File: src/shared/dfl_defs.svh
// Purpose: Constants for the drive fault detect and latch block.
// Assumes: Included by its bare name.
// Notes: Codes are the reported main and sub fault codes.
`ifndef DFL_DEFS_SVH
`define DFL_DEFS_SVH
`define DFL_MAIN_ASSIGN 8'h21
`define DFL_SUB_CNT_RST 4'h6
`define DFL_SUB_PULSE_GATE 4'h7
`define DFL_MAIN_TRAVEL 8'h22
`define DFL_MAIN_PARAM 8'h24
`define DFL_MAIN_CHECK 8'h25
`define DFL_MAIN_OVERTRAVEL 8'h26
`define DFL_MAIN_ANALOG 8'h27
`define DFL_SUB_ZERO 4'h0
`define DFL_SUB_ONE 4'h1
`define DFL_SUB_TWO 4'h2
`define DFL_MAIN_NONE 8'h00
`define DFL_INPUT_SEVENTH 4'h6
`define DFL_INPUT_TENTH 4'h9
`define DFL_OT_MODE_BOTH 2'h0
`define DFL_OT_MODE_EITHER 2'h2
`define DFL_NUM_INPUTS 10
`endif

File: src/shared/dfl_pkg.sv
// Purpose: Types for the drive fault detect and latch block.
// Assumes: Nothing beyond the defs header.
// Notes: Fault sources are ranked in enum order, first is highest.
package dfl_pkg;
	typedef logic [7:0] dfl_main_t;
	typedef logic [3:0] dfl_sub_t;
	typedef enum logic [3:0] {
		DFL_F_NONE,
		DFL_F_CNT_RST,
		DFL_F_PULSE_GATE,
		DFL_F_PARAM,
		DFL_F_CHECK,
		DFL_F_OVERTRAVEL,
		DFL_F_TRAVEL,
		DFL_F_AN1,
		DFL_F_AN2,
		DFL_F_AN3
	} dfl_src_e;
endpackage : dfl_pkg

File: src/logic/dfl_sync.sv
// Purpose: Two-stage synchroniser for a vector of pin levels.
// Assumes: Inputs are static levels from outside the clock domain.
// Notes: The first stage is read only by the second stage.
`timescale 1ns/1ps
module dfl_sync #(
	parameter int WIDTH = 2
) (
	input wire logic clock_i, // System clock
	input wire logic rst_n_i, // Async reset, active low
	input wire logic [WIDTH-1:0] async_i, // Raw levels
	output logic [WIDTH-1:0] sync_o // Synchronised levels
);
	logic [WIDTH-1:0] meta_q;
	if (WIDTH < 1) begin : g_bad_width
		$error("dfl_sync: WIDTH must be positive");
	end
	always_ff @(posedge clock_i or negedge rst_n_i) begin
		if (!rst_n_i) begin
			meta_q <= '0;
			sync_o <= '0;
		end else begin
			meta_q <= async_i;
			sync_o <= meta_q;
		end
	end
endmodule : dfl_sync

File: src/logic/dfl_fault_latch.sv
// What this block does
// RL1 - Counter reset not on seventh input: 33/6
// RL2 - Pulse gate not on tenth input: 33/7
// RL3 - Motion beyond travel range: fault 34/0
// RL4 - Travel range limit zero disables check
// RL5 - Corrupted stored parameters at power-on: 36/x
// RL6 - Corrupted write-check data at power-on: 37/x
// RL7 - Mode 0: both travel blocks faults
// RL8 - Mode 2: either travel block faults
// RL9 - First analog over threshold: 39/0
// RL10 - Second analog over threshold: 39/1
// RL11 - Third analog over threshold: 39/2
// RL12 - Zero threshold disables that analog check
// RL13 - Mapping, storage, over-travel survive fault reset
// RL14 - Codes latch; reset clears travel, analog
// Purpose: Detect drive faults, report and latch main and sub codes.
// Assumes: Settings and analog samples are on clock_i; limit switches are pins.
// Notes: The first fault latched holds the code until it is cleared.
`timescale 1ns/1ps
`include "dfl_defs.svh"
module dfl_fault_latch
	import dfl_pkg::*;
#(
	parameter int POS_W = 32,
	parameter int AN_W = 12,
	parameter int NUM_INPUTS = `DFL_NUM_INPUTS
) (
	input wire logic clock_i, // System clock, 100 MHz
	input wire logic rst_n_i, // Power-on reset, active low
	input wire logic [3:0] count_reset_select_i, // Input index carrying counter reset
	input wire logic count_reset_select_en_i, // Counter reset function is mapped
	input wire logic [3:0] pulse_gate_input_i, // Input index carrying pulse gate
	input wire logic pulse_gate_input_en_i, // Pulse gate function is mapped
	input wire logic [POS_W-1:0] position_dev_i, // Motor travel beyond command, magnitude
	input wire logic command_in_range_i, // Position command within input range
	input wire logic [POS_W-1:0] travel_range_limit_i, // Working range, zero disables
	input wire logic param_check_done_i, // Storage readback finished, pulse
	input wire logic param_corrupt_i, // Parameter area corrupted
	input wire logic [1:0] param_sub_i, // Sub code for parameter fault
	input wire logic check_corrupt_i, // Write-check data corrupted
	input wire logic [1:0] check_sub_i, // Sub code for write-check fault
	input wire logic [1:0] overtravel_mode_setting_i, // Over-travel mode
	input wire logic positive_travel_block_i, // Positive block pin, active high
	input wire logic negative_travel_block_i, // Negative block pin, active high
	input wire logic [AN_W-1:0] analog_in_first_i, // First analog sample
	input wire logic [AN_W-1:0] analog_in_second_i, // Second analog sample
	input wire logic [AN_W-1:0] analog_in_third_i, // Third analog sample
	input wire logic [AN_W-1:0] analog_first_threshold_i, // First limit, zero disables
	input wire logic [AN_W-1:0] analog_second_threshold_i, // Second limit, zero disables
	input wire logic [AN_W-1:0] analog_third_threshold_i, // Third limit, zero disables
	input wire logic fault_reset_input_i, // Fault reset pin, active high
	output dfl_pkg::dfl_main_t fault_main_o, // Latched main code, zero when clear
	output dfl_pkg::dfl_sub_t fault_sub_o, // Latched sub code
	output logic fault_active_o, // A fault is latched
	output logic fault_sticky_o // Latched fault needs power cycle
);
	import dfl_pkg::*;

	logic [2:0] pins_sync;
	logic pos_blk, neg_blk, rst_req;
	logic [2:0] an_over;
	logic [AN_W-1:0] an_val [3];
	logic [AN_W-1:0] an_thr [3];
	dfl_src_e src_d;
	dfl_main_t main_d;
	dfl_sub_t sub_d;
	logic sticky_d;
	logic param_q, check_q;
	logic [1:0] param_sub_q, check_sub_q;

	// Index ports are four bits wide and must reach the tenth input
	if (NUM_INPUTS < 10 || NUM_INPUTS > 16 || AN_W < 1 || POS_W < 1) begin : g_bad_param
		$error("dfl_fault_latch: unsupported parameter value");
	end

	dfl_sync #(.WIDTH(3)) u_sync (
		.clock_i(clock_i),
		.rst_n_i(rst_n_i),
		.async_i({fault_reset_input_i, negative_travel_block_i, positive_travel_block_i}),
		.sync_o(pins_sync)
	);
	assign pos_blk = pins_sync[0];
	assign neg_blk = pins_sync[1];
	assign rst_req = pins_sync[2];

	assign an_val[0] = analog_in_first_i;
	assign an_val[1] = analog_in_second_i;
	assign an_val[2] = analog_in_third_i;
	assign an_thr[0] = analog_first_threshold_i;
	assign an_thr[1] = analog_second_threshold_i;
	assign an_thr[2] = analog_third_threshold_i;

	// RL12 zero threshold disable
	for (genvar g = 0; g < 3; g++) begin : g_an
		// RL9 RL10 RL11 per-channel compare
		assign an_over[g] = (an_thr[g] != '0) && (an_val[g] > an_thr[g]);
	end

	// Storage results only count on the power-on readback strobe
	always_ff @(posedge clock_i or negedge rst_n_i) begin
		if (!rst_n_i) begin
			param_q <= 1'b0;
			check_q <= 1'b0;
			param_sub_q <= 2'h0;
			check_sub_q <= 2'h0;
		end else if (param_check_done_i) begin
			param_q <= param_corrupt_i;
			check_q <= check_corrupt_i;
			param_sub_q <= param_sub_i;
			check_sub_q <= check_sub_i;
		end
	end

	// Highest ranked new fault this cycle
	always_comb begin
		src_d = DFL_F_NONE;
		main_d = `DFL_MAIN_NONE;
		sub_d = `DFL_SUB_ZERO;
		sticky_d = 1'b0;
		if (an_over[2]) begin
			src_d = DFL_F_AN3;
			main_d = `DFL_MAIN_ANALOG;
			sub_d = `DFL_SUB_TWO;
		end
		if (an_over[1]) begin
			src_d = DFL_F_AN2;
			main_d = `DFL_MAIN_ANALOG;
			sub_d = `DFL_SUB_ONE;
		end
		if (an_over[0]) begin
			src_d = DFL_F_AN1;
			main_d = `DFL_MAIN_ANALOG;
			sub_d = `DFL_SUB_ZERO;
		end
		// RL3 RL4 travel range check
		if (travel_range_limit_i != '0 && command_in_range_i && position_dev_i > travel_range_limit_i) begin
			src_d = DFL_F_TRAVEL;
			main_d = `DFL_MAIN_TRAVEL;
			sub_d = `DFL_SUB_ZERO;
		end
		// RL7 RL8 over-travel combinations
		if ((overtravel_mode_setting_i == `DFL_OT_MODE_BOTH && pos_blk && neg_blk) ||
				(overtravel_mode_setting_i == `DFL_OT_MODE_EITHER && (pos_blk || neg_blk))) begin
			src_d = DFL_F_OVERTRAVEL;
			main_d = `DFL_MAIN_OVERTRAVEL;
			sub_d = `DFL_SUB_ZERO;
			sticky_d = 1'b1;
		end
		// RL6 write-check corruption
		if (check_q) begin
			src_d = DFL_F_CHECK;
			main_d = `DFL_MAIN_CHECK;
			sub_d = {2'h0, check_sub_q};
			sticky_d = 1'b1;
		end
		// RL5 parameter corruption
		if (param_q) begin
			src_d = DFL_F_PARAM;
			main_d = `DFL_MAIN_PARAM;
			sub_d = {2'h0, param_sub_q};
			sticky_d = 1'b1;
		end
		// RL2 pulse gate mapping
		if (pulse_gate_input_en_i && pulse_gate_input_i != `DFL_INPUT_TENTH) begin
			src_d = DFL_F_PULSE_GATE;
			main_d = `DFL_MAIN_ASSIGN;
			sub_d = `DFL_SUB_PULSE_GATE;
			sticky_d = 1'b1;
		end
		// RL1 counter reset mapping
		if (count_reset_select_en_i && count_reset_select_i != `DFL_INPUT_SEVENTH) begin
			src_d = DFL_F_CNT_RST;
			main_d = `DFL_MAIN_ASSIGN;
			sub_d = `DFL_SUB_CNT_RST;
			sticky_d = 1'b1;
		end
	end

	// RL14 latch first fault, RL13 sticky survives reset
	always_ff @(posedge clock_i or negedge rst_n_i) begin
		if (!rst_n_i) begin
			fault_main_o <= `DFL_MAIN_NONE;
			fault_sub_o <= `DFL_SUB_ZERO;
			fault_active_o <= 1'b0;
			fault_sticky_o <= 1'b0;
		end else if (!fault_active_o || (rst_req && !fault_sticky_o)) begin
			// A new fault in the reset cycle wins over the clear
			fault_main_o <= main_d;
			fault_sub_o <= sub_d;
			fault_active_o <= (src_d != DFL_F_NONE);
			fault_sticky_o <= sticky_d;
		end
	end

	sticky_hold_a: assert property (@(posedge clock_i) disable iff (!rst_n_i) // RL13
		fault_sticky_o |=> fault_sticky_o && $stable(fault_main_o))
		else $error("sticky fault changed");
	clear_works_a: assert property (@(posedge clock_i) disable iff (!rst_n_i) // RL14
		fault_active_o && !fault_sticky_o && rst_req && src_d == DFL_F_NONE |=> !fault_active_o)
		else $error("resettable fault not cleared");
	cnt_map_a: assert property (@(posedge clock_i) disable iff (!rst_n_i) // RL1
		!fault_active_o && count_reset_select_en_i && count_reset_select_i != `DFL_INPUT_SEVENTH
		|=> fault_main_o == `DFL_MAIN_ASSIGN && fault_sub_o == `DFL_SUB_CNT_RST)
		else $error("counter reset mapping fault missing");
	gate_map_a: assert property (@(posedge clock_i) disable iff (!rst_n_i) // RL2
		!fault_active_o && pulse_gate_input_en_i && pulse_gate_input_i != `DFL_INPUT_TENTH
		|=> fault_main_o == `DFL_MAIN_ASSIGN && fault_sticky_o)
		else $error("pulse gate mapping fault missing");
	travel_off_a: assert property (@(posedge clock_i) disable iff (!rst_n_i) // RL4
		travel_range_limit_i == '0 |-> src_d != DFL_F_TRAVEL)
		else $error("travel check not disabled");
	travel_hit_a: assert property (@(posedge clock_i) disable iff (!rst_n_i) // RL3
		src_d == DFL_F_TRAVEL && !fault_active_o |=> fault_main_o == `DFL_MAIN_TRAVEL && !fault_sticky_o)
		else $error("travel fault code wrong");
	param_hit_a: assert property (@(posedge clock_i) disable iff (!rst_n_i) // RL5
		param_check_done_i && param_corrupt_i ##1 !fault_active_o && src_d == DFL_F_PARAM
		|=> fault_main_o == `DFL_MAIN_PARAM)
		else $error("parameter fault code wrong");
	check_hit_a: assert property (@(posedge clock_i) disable iff (!rst_n_i) // RL6
		!fault_active_o && src_d == DFL_F_CHECK |=> fault_main_o == `DFL_MAIN_CHECK && fault_sticky_o)
		else $error("write-check fault code wrong");
	ot_both_a: assert property (@(posedge clock_i) disable iff (!rst_n_i) // RL7
		overtravel_mode_setting_i == `DFL_OT_MODE_BOTH && pos_blk && !neg_blk |-> src_d != DFL_F_OVERTRAVEL)
		else $error("mode 0 single block faulted");
	// Every fault ranked at or above over-travel is sticky
	ot_either_a: assert property (@(posedge clock_i) disable iff (!rst_n_i) // RL8
		overtravel_mode_setting_i == `DFL_OT_MODE_EITHER && (pos_blk || neg_blk) && !fault_active_o
		|=> fault_active_o && fault_sticky_o)
		else $error("mode 2 block not latched");
	an_first_a: assert property (@(posedge clock_i) disable iff (!rst_n_i) // RL9
		!fault_active_o && src_d == DFL_F_AN1 |=> fault_main_o == `DFL_MAIN_ANALOG && fault_sub_o == `DFL_SUB_ZERO)
		else $error("first analog fault code wrong");
	an_zero_a: assert property (@(posedge clock_i) disable iff (!rst_n_i) // RL12
		analog_second_threshold_i == '0 |-> !an_over[1])
		else $error("analog check not disabled");
	an_third_a: assert property (@(posedge clock_i) disable iff (!rst_n_i) // RL11
		!fault_active_o && analog_third_threshold_i != '0 && analog_in_third_i > analog_third_threshold_i
		|=> fault_active_o)
		else $error("third analog over missed");
	an_second_a: assert property (@(posedge clock_i) disable iff (!rst_n_i) // RL10
		!fault_active_o && src_d == DFL_F_AN2 |=> fault_sub_o == `DFL_SUB_ONE)
		else $error("second analog sub code wrong");

	sticky_cov: cover property (@(posedge clock_i) disable iff (!rst_n_i) $rose(fault_sticky_o));
	clear_cov: cover property (@(posedge clock_i) disable iff (!rst_n_i) $fell(fault_active_o));
	analog_cov: cover property (@(posedge clock_i) disable iff (!rst_n_i) src_d == DFL_F_AN3 && !fault_active_o);
endmodule : dfl_fault_latch

File: config.mk
export PLATFORM = sky130hd
export DESIGN_NAME = dfl_fault_latch
export DESIGN_NICKNAME = d
export VERILOG_FILES = /design/src/shared/dfl_pkg.sv /design/src/logic/dfl_sync.sv /design/src/logic/dfl_fault_latch.sv
export VERILOG_INCLUDE_DIRS = /design/src /design/src/shared
export SDC_FILE = /design/constraint.sdc
export NUM_CORES = 1
export LEC_CHECK = 0
export BUFFER_PORTS_ARGS = -buffer_cell sky130_fd_sc_hd__clkbuf_2
export CAP_MARGIN = 5
export CORE_MARGIN = 3
export CORE_UTILIZATION = 48
export CTS_BUF_LIST = sky130_fd_sc_hd__clkbuf_2
export DETAILED_ROUTE_END_ITERATION = 8
export PLACE_DENSITY = 0.86
export SLEW_MARGIN = 40
export SYNTH_ARGS = -nofsm -noshare
export SYNTH_HDL_FRONTEND = slang
export SYNTH_SLANG_ARGS = --single-unit
File: constraint.sdc
create_clock -name clock_i -period 2.25 [get_ports clock_i]
set_input_delay 0.225 -clock clock_i [delete_from_list [all_inputs] [get_ports clock_i]]
set_output_delay 0.225 -clock clock_i [all_outputs]
set_load 0.02 [all_outputs]
==> summary.md, run 1 <==
| Metric | Value |
|---|---|
| I/O pins | `175` |
| WL/cell | `12.6 um` |
| Via density | `5.26` |
| Num CTS Buffers | `3` |
| Critical Path AT | `2240 ps` |
| Status | `finished, final reports clean` |
| Leakage | `2.23 nW` |
| Ys flop type | `dfrtp_1` |
| Critical Path RT | `2460 ps` |
| Post-synthesis mux area share | `2.03%` |
| R2R Setup Slk | `630 ps` |
| Layout cells sized above 1 | `36.5%` |
| Largest net degree at the start of global routing | `22` |
| Total wire length | `7540 um` |
| Commonest non-fill, non-tap cell in the layout | `clkbuf_2` |
| Critical-path top delay cell | `a221o_1` |
| Postcts setup bufs | `0` |
| Power per Cell Area | `345 nW/um2` |
| First-pass GRT wire length | `11700 um` |
| Vias in the first global route | `2938` |
| Fin worst setup slack | `221 ps` |
| CTS max path bufs | `2` |
| Post-route DRC | `0` |
| Crit Path Class | `input port to flip-flop` |
| # setup viols final | `0` |
| CP dominant cell by count | `a21oi_1` |
| XOR/XNOR share of the synthesized area | `0%` |
| Initial DRC count | `70` |
| Switch share | `38.2%` |
| Sequential fraction of the synthesis area | `18.9%` |
| Depth of the CTS H-tree | `1` |
| Top cell type's share of synthesized area | `30.7%` |
| Clock Latency Late Sink | `310 ps` |
| GP Congestion | `0.779` |
| Highest-count cells in the layout ignoring fill and taps | `clkbuf_2 (173), inv_1 (73), ha_1 (68)` |
| Largest fanout on the critical path | `4` |
| Main combinational cell family by area after synthesis | `adder cells` |
| Max Cap Viol | `0` |
| Max Clk Rate | `493 MHz` |
| Max IR drop VDD | `265 uV` |
| Util after Layout | `68.9%` |
| First-pass DRT Iterations | `4` |
| Worst hold path type | `input port to flip-flop` |
| Synthesis-to-layout area growth | `37.7%` |
| Total gr overflow | `0` |
| Cell Chain, Critical Path | `clkbuf_2 -> inv_1 -> ha_1 -> a21oi_1 -> o21ai_1 -> a221o_1 -> a211o_1 -> a211oi_2 -> nor3b_2 -> a21oi_1` |
| CTS tree | `built` |
| Final max-slew violation count | `0` |
| Cell family with most CP delay | `compound AO/OA/AOI/OAI gates` |
| Synth Area in Compound Gates | `18.4%` |
| Post-Synthesis Mean Instance Area | `8.06 um2` |
| Reg clk slew, reported paths | `180 ps` |
| Seq pwr share | `36.4%` |
| NumNets Final | `759` |
| Number of diodes | `0` |
| CP peak stage delay | `340 ps` |
| Main area contributors after synthesis | `ha_1 (31%), dfrtp_1 (19%), inv_1 (9.9%), a21oi_1 (5.1%), nand4_1 (4.1%)` |
| Routed Antenna Nets | `0` |
| Comb pwr share | `52.1%` |
| Synth async-reset ratio | `100%` |
| Crit end category | `flip-flop` |
| Num rows | `27` |
| Vias | `3163` |
| DPL Wire Length | `6940 um` |
| Die width | `82.0 um` |
| Crit path launch type | `input port` |
| Unrepaired setup endpoints after global routing | `false` |
| Initial Utilization | `50.1%` |
| Clk pwr share | `11.5%` |
| CP bufs+invs | `2` |
| Synth area leader | `ha_1` |
| Port Buf Inserts | `169` |
| Adder-Cell Fraction of Synth Area | `30.7%` |
| Count of cell types in the netlist | `45` |
| Post-Synth Simple-Gate Area | `18.4%` |
| Ys Warns | `0` |
| Clock Sinks | `21` |
| Fin. Hold Viols | `0` |
| Sw power | `504 uW` |
| Fin crit period | `2030 ps` |
| Hold slack | `112 ps` |
| Total Routing Usage GR | `21.7%` |
| Final setup skew | `6.16 ps` |
| Number of synthesized flops with an enable pin | `0` |
| Post-place setup slack | `-112 ps` |
| Synth Instances | `344` |
| FF+latch count, synth | `21` |
| P_int | `814 uW` |
| Post-Syn Area | `2770 um2` |
| Core area | `5540 um2` |
| Initial antenna violation count | `0` |
| Die Height | `82.0 um` |
| Die area | `6730 um2` |
| CTS Root Cell | `clkbuf_2` |
| Crit share post-route | `90.2%` |
==> synth_stat cells, types with 5 or more instances <==
library cell  count
nand3_1           9
o21ai_0          14
a21oi_1          28
nor4_1           18
nand4_1          18
dfrtp_1          21
nor2_1            7
buf_4             5
inv_1            73
nor3_1            5
mux2_2            5
nand2_1          18
nor2b_1           5
ha_1             68
==> final timing paths <==
path | from | to | depth (start not counted)
max | travel_range_limit_i[23] | fault_main_o[5]$_DFFE_PN0P_ | 10
min | param_corrupt_i | param_q$_DFFE_PN0P_ | 3
max reg2reg | fault_active_o$_DFFE_PN0P_ | fault_sticky_o$_DFFE_PN0P_ | 6
min reg2reg | u_sync.meta_q[2]$_DFF_PN0_ | u_sync.sync_o[2]$_DFF_PN0_ | 0
max in group asynchronous | rst_n_i | fault_main_o[2]$_DFFE_PN0P_ | 2
min in group asynchronous | rst_n_i | fault_main_o[0]$_DFFE_PN0P_ | 2
==> power groups by stage <==
| stage | clock, mW | combinational [mW] | sequential [mW] |
|---|---|---|---|
| after detailed placement | 0 | 0.684 | 0.487 |
| after global routing | 0.174 | 0.783 | 0.488 |
| after CTS | 0.157 | 0.695 | 0.480 |
| after global placement | 0 | 0.665 | 0.482 |
| final | 0.151 | 0.687 | 0.480 |
| after floorplan | 0 | 0.326 | 0.537 |
==> per-stage QoR <==
| step | instances | setup TNS [ps] | area, um2 | total power, mW |
|---|---|---|---|---|
| 2_1_floorplan | 348 | 0 | 2790 | 0.864 |
| 3_3_place_gp | 593 | -77.0 | 3760 | 1.15 |
| 3_5_place_dp | 593 | -334 | 3760 | 1.17 |
| 4_1_cts | 601 | 0 | 3820 | 1.33 |
| 5_1_grt | 601 | 0 | 3820 | 1.45 |
| 6_report | 601 | 0 | 3820 | 1.32 |
==> state kept, by name, summed over array words and instances, names as in the netlist <==
name	cells
fault_sub_o	3
u_sync.meta_q	3
u_sync.sync_o	3
fault_active_o	1
param_sub_q	2
check_sub_q	2
check_q	1
fault_sticky_o	1
fault_main_o	4
param_q	1
==> routing by layer <==
layer | global-route usage, % | part of all wire [%] | up-vias
met5 | 0 | 0 | -
met4 | 3.99 | 0.57 | 0
met3 | 3.29 | 8.3 | 6
met2 | 43.2 | 52 | 109
met1 | 24.0 | 39 | 1435
li1 | - | - | 1613
==> repair_timing <==
action	in CTS	in global routing
endpoints found under the setup margin	0	0
endpoints found under the hold margin	24	0
hold buffers	4	0
gates resized for setup	0	0
==> worst register-to-register path, stage by stage, from the launching register on <==
cell      delay, ps
dfrtp_1         440
a21boi_1        160
a21oi_1         160
nand2_1         200
or3_1           400
nor2_1          120
a21oi_1          50
==> kinds of logic after synthesis <==
| kind of cell | count (synthesis) |
|---|---|
| buffers and inverters | 79 |
| muxes | 5 |
| adders and majority gates | 68 |
| DFF | 21 |
| AOI/OAI and AO/OA | 79 |
| other | 1 |
| and+or+nand+nor | 91 |
==> area by class of cell <==
type / instances / area (um2)
multi-input cells: 248 / 1950
fillers: 485 / 1720
repair buffers: 183 / 961
flip-flops and latches: 21 / 526
inverters: 73 / 274
well taps: 72 / 90.1
clock buffers: 4 / 20.0
Note: power is estimated with default switching activity, not from simulation.
==> inputs of run 2 (changes only) <==
--- a/config.mk
+++ b/config.mk
@@ -9,10 +9,11 @@
 export BUFFER_PORTS_ARGS = -buffer_cell sky130_fd_sc_hd__clkbuf_2
 export CAP_MARGIN = 5
 export CORE_MARGIN = 3
-export CORE_UTILIZATION = 48
+export CORE_UTILIZATION = 25
 export CTS_BUF_LIST = sky130_fd_sc_hd__clkbuf_2
 export DETAILED_ROUTE_END_ITERATION = 8
-export PLACE_DENSITY = 0.86
+export PLACE_DENSITY = 0.49
+export SETUP_SLACK_MARGIN = 0.5
 export SLEW_MARGIN = 40
 export SYNTH_ARGS = -nofsm -noshare
 export SYNTH_HDL_FRONTEND = slang
==> run 2 against run 1 <==
Die area grew 84%. Clock-buffer cell count decreased by 1. Combinational power increased by 18%. Clock power increased by 3%. Wire length rose by 18%. Critical path depth stayed put. Final cell count up 11%. Register-to-register slack lost 20 ps. Final area grew 18%. Non-clock buffer count is 5 higher. Utilization fell by 26 points. Fmax is 5.0% higher. Largest cell class unchanged. Largest power group unchanged.
==> summary.md, run 2 (same netlist as run 1, synthesis figures left out) <==
| Metric | Value |
|---|---|
| Unrepaired setup endpoints after global routing | `true` |
| Status | `finished, final reports clean` |
| Core area | `10600 um2` |
| Comb pwr share | `56.1%` |
| Clock Sinks | `21` |
| Placed Cells | `653` |
| Die width | `111 um` |
| Crit share post-route | `85.9%` |
| NumNets Final | `764` |
| Via density | `4.62` |
| Leakage | `2.32 nW` |
| Reg2reg path depth | `7` |
| Top reg by flops | `fault_main_o` |
| R2R Setup Slk | `610 ps` |
| Power per Cell Area | `322 nW/um2` |
| Max IR drop VDD | `154 uV` |
| Vias | `3093` |
| Final max-slew violation count | `0` |
| Critical Path RT | `2480 ps` |
| Die area | `12400 um2` |
| Routed Antenna Nets | `0` |
| Hold path cells | `2` |
| Initial antenna violation count | `0` |
| Largest net degree at the start of global routing | `22` |
| Port Buf Inserts | `169` |
| Max Cap Viol | `0` |
| I/O pins | `175` |
| DPL Wire Length | `7900 um` |
| First-pass GRT wire length | `14600 um` |
| Fin worst setup slack | `318 ps` |
| Switch share | `39.0%` |
| Synthesis-to-layout area growth | `62.2%` |
| Num rows | `37` |
| Seq pwr share | `33.3%` |
| Critical Path AT | `2160 ps` |
| Clk pwr share | `10.7%` |
| GP Congestion | `0.847` |
| CTS max path bufs | `2` |
| Filler cells | `1068` |
| Worst slew pin tran | `509 ps` |
| Sw power | `565 uW` |
| Depth of the CTS H-tree | `1` |
| Worst R2R End | `fault_main_o[5]$_DFFE_PN0P_` |
| # setup viols final | `0` |
| Layout cells sized above 1 | `46.8%` |
| WHS Endpoint | `param_sub_q[1]$_DFFE_PN0P_` |
| Highest-count cells in the layout ignoring fill and taps | `clkbuf_2 (149), inv_1 (55), ha_1 (48)` |
| Post-place setup slack | `-138 ps` |
| Worst hold path type | `input port to flip-flop` |
| Total gr overflow | `0` |
| WL/cell | `13.2 um` |
| Die Height | `111 um` |
| Final Instance Count excl. Fillers | `670` |
| Fin crit period | `1930 ps` |
| Max Clk Rate | `518 MHz` |
| Clock Latency Late Sink | `310 ps` |
| Hold Crit Start | `param_sub_i[1]` |
| Reg clk slew, reported paths | `200 ps` |
| Total Routing Usage GR | `13.7%` |
| Max_slew headroom | `66.0%` |
| Post-route DRC | `0` |
| Crit Path Class | `input port to flip-flop` |
| CTS Root Cell | `clkbuf_2` |
| Crit path launch type | `input port` |
| Crit end category | `flip-flop` |
| P_int | `886 uW` |
| Vias in the first global route | `3268` |
| Total wire length | `8870 um` |
| Largest register FFs | `4` |
| Total power | `1.45 mW` |
| Final setup skew | `0.887 ps` |
| Commonest non-fill, non-tap cell in the layout | `clkbuf_2` |
| CTS tree | `built` |
| First-pass DRT Iterations | `4` |
| Initial Utilization | `26.3%` |
| Worst R2R Start | `fault_sticky_o$_DFFE_PN0P_` |
| Num CTS Buffers | `3` |
| Number of diodes | `0` |
| Initial DRC count | `105` |
| Fin. Hold Viols | `0` |
| Largest fanout on the critical path | `4` |
==> run 2: changes by cell type in the layout (fill, tap and decap cells not counted), moves of 7 or more <==
cell      delta
buf_6       +20
ha_1        -20
ha_4        +20
inv_4        +7
inv_1       -18
inv_2       +10
clkbuf_2    -24
==> run 2: worst max path at each step <==
stage	slack, ps	endpoint	startpoint
after CTS	420	fault_main_o[5]$_DFFE_PN0P_	travel_range_limit_i[27]
after global routing	230	fault_sub_o[1]$_DFFE_PN0P_	position_dev_i[25]
final	320	fault_sub_o[1]$_DFFE_PN0P_	travel_range_limit_i[26]
after global placement	-50	fault_main_o[5]$_DFFE_PN0P_	travel_range_limit_i[7]
after floorplan	330	fault_main_o[5]$_DFFE_PN0P_	travel_range_limit_i[29]
after detailed placement	-140	fault_main_o[5]$_DFFE_PN0P_	travel_range_limit_i[7]
==> run 2: area by class of cell <==
cell class                      count  area [um2]  share of cell area (%)
Multi-Input combinational cell    248        2310                    51.3
Timing Repair Buffer              188        1170                    26.1
Sequential cell                    21         526                    11.7
Inverter                           73         304                    6.76
Tap cell                          136         170                    3.78
Clock buffer                        3        15.0                   0.334
Clock inverter                      1        5.00                   0.111
==> run 2: worst max-delay path, stage by stage <==
cell and delay (ps):
buf_6 90, inv_2 60, ha_4 190, nand4_1 120, nor2_1 60, a221o_1 340, a211o_1 320, a211oi_4 330
nand3_2 110, o41ai_2 300
==> run 2: through the flow <==
step / hold WS [ps] / util, % / cell area, um2 / setup TNS, ps
floorplan: -70.6 / - / 2980 / 0
global placement: 228 / 37.8 / 4000 / -112
detailed placement: 222 / 37.8 / 4000 / -422
CTS: 104 / 39.7 / 4190 / 0
global route: 87.9 / 42.6 / 4500 / 0
finish: 122 / 42.6 / 4500 / 0
==> run 2: what timing repair did <==
item | 4_1_cts | 5_1_grt
pin swaps | 18 | 28
resized for setup | 18 | 79
hold buffers | 4 | 0
endpoints found under the setup margin | 7 | 8
setup buffers | 6 | 3
hold endpoints to repair | 24 | 0
==> run 2: metal layers <==
layer	GRT usage [%]	wire, um	vias up
met5	0	0	-
met4	1.54	48	0
met3	3.70	705	4
met2	24.4	4240	113
met1	17.1	3880	1358
li1	-	-	1618
==> run 2: power by group through the flow <==
stage	combinational [mW]	clock, mW	sequential (mW)
CTS	0.766	0.166	0.486
global route	0.926	0.186	0.494
detailed placement	0.726	0	0.493
finish	0.814	0.155	0.482
floorplan	0.349	0	0.537
global placement	0.718	0	0.491
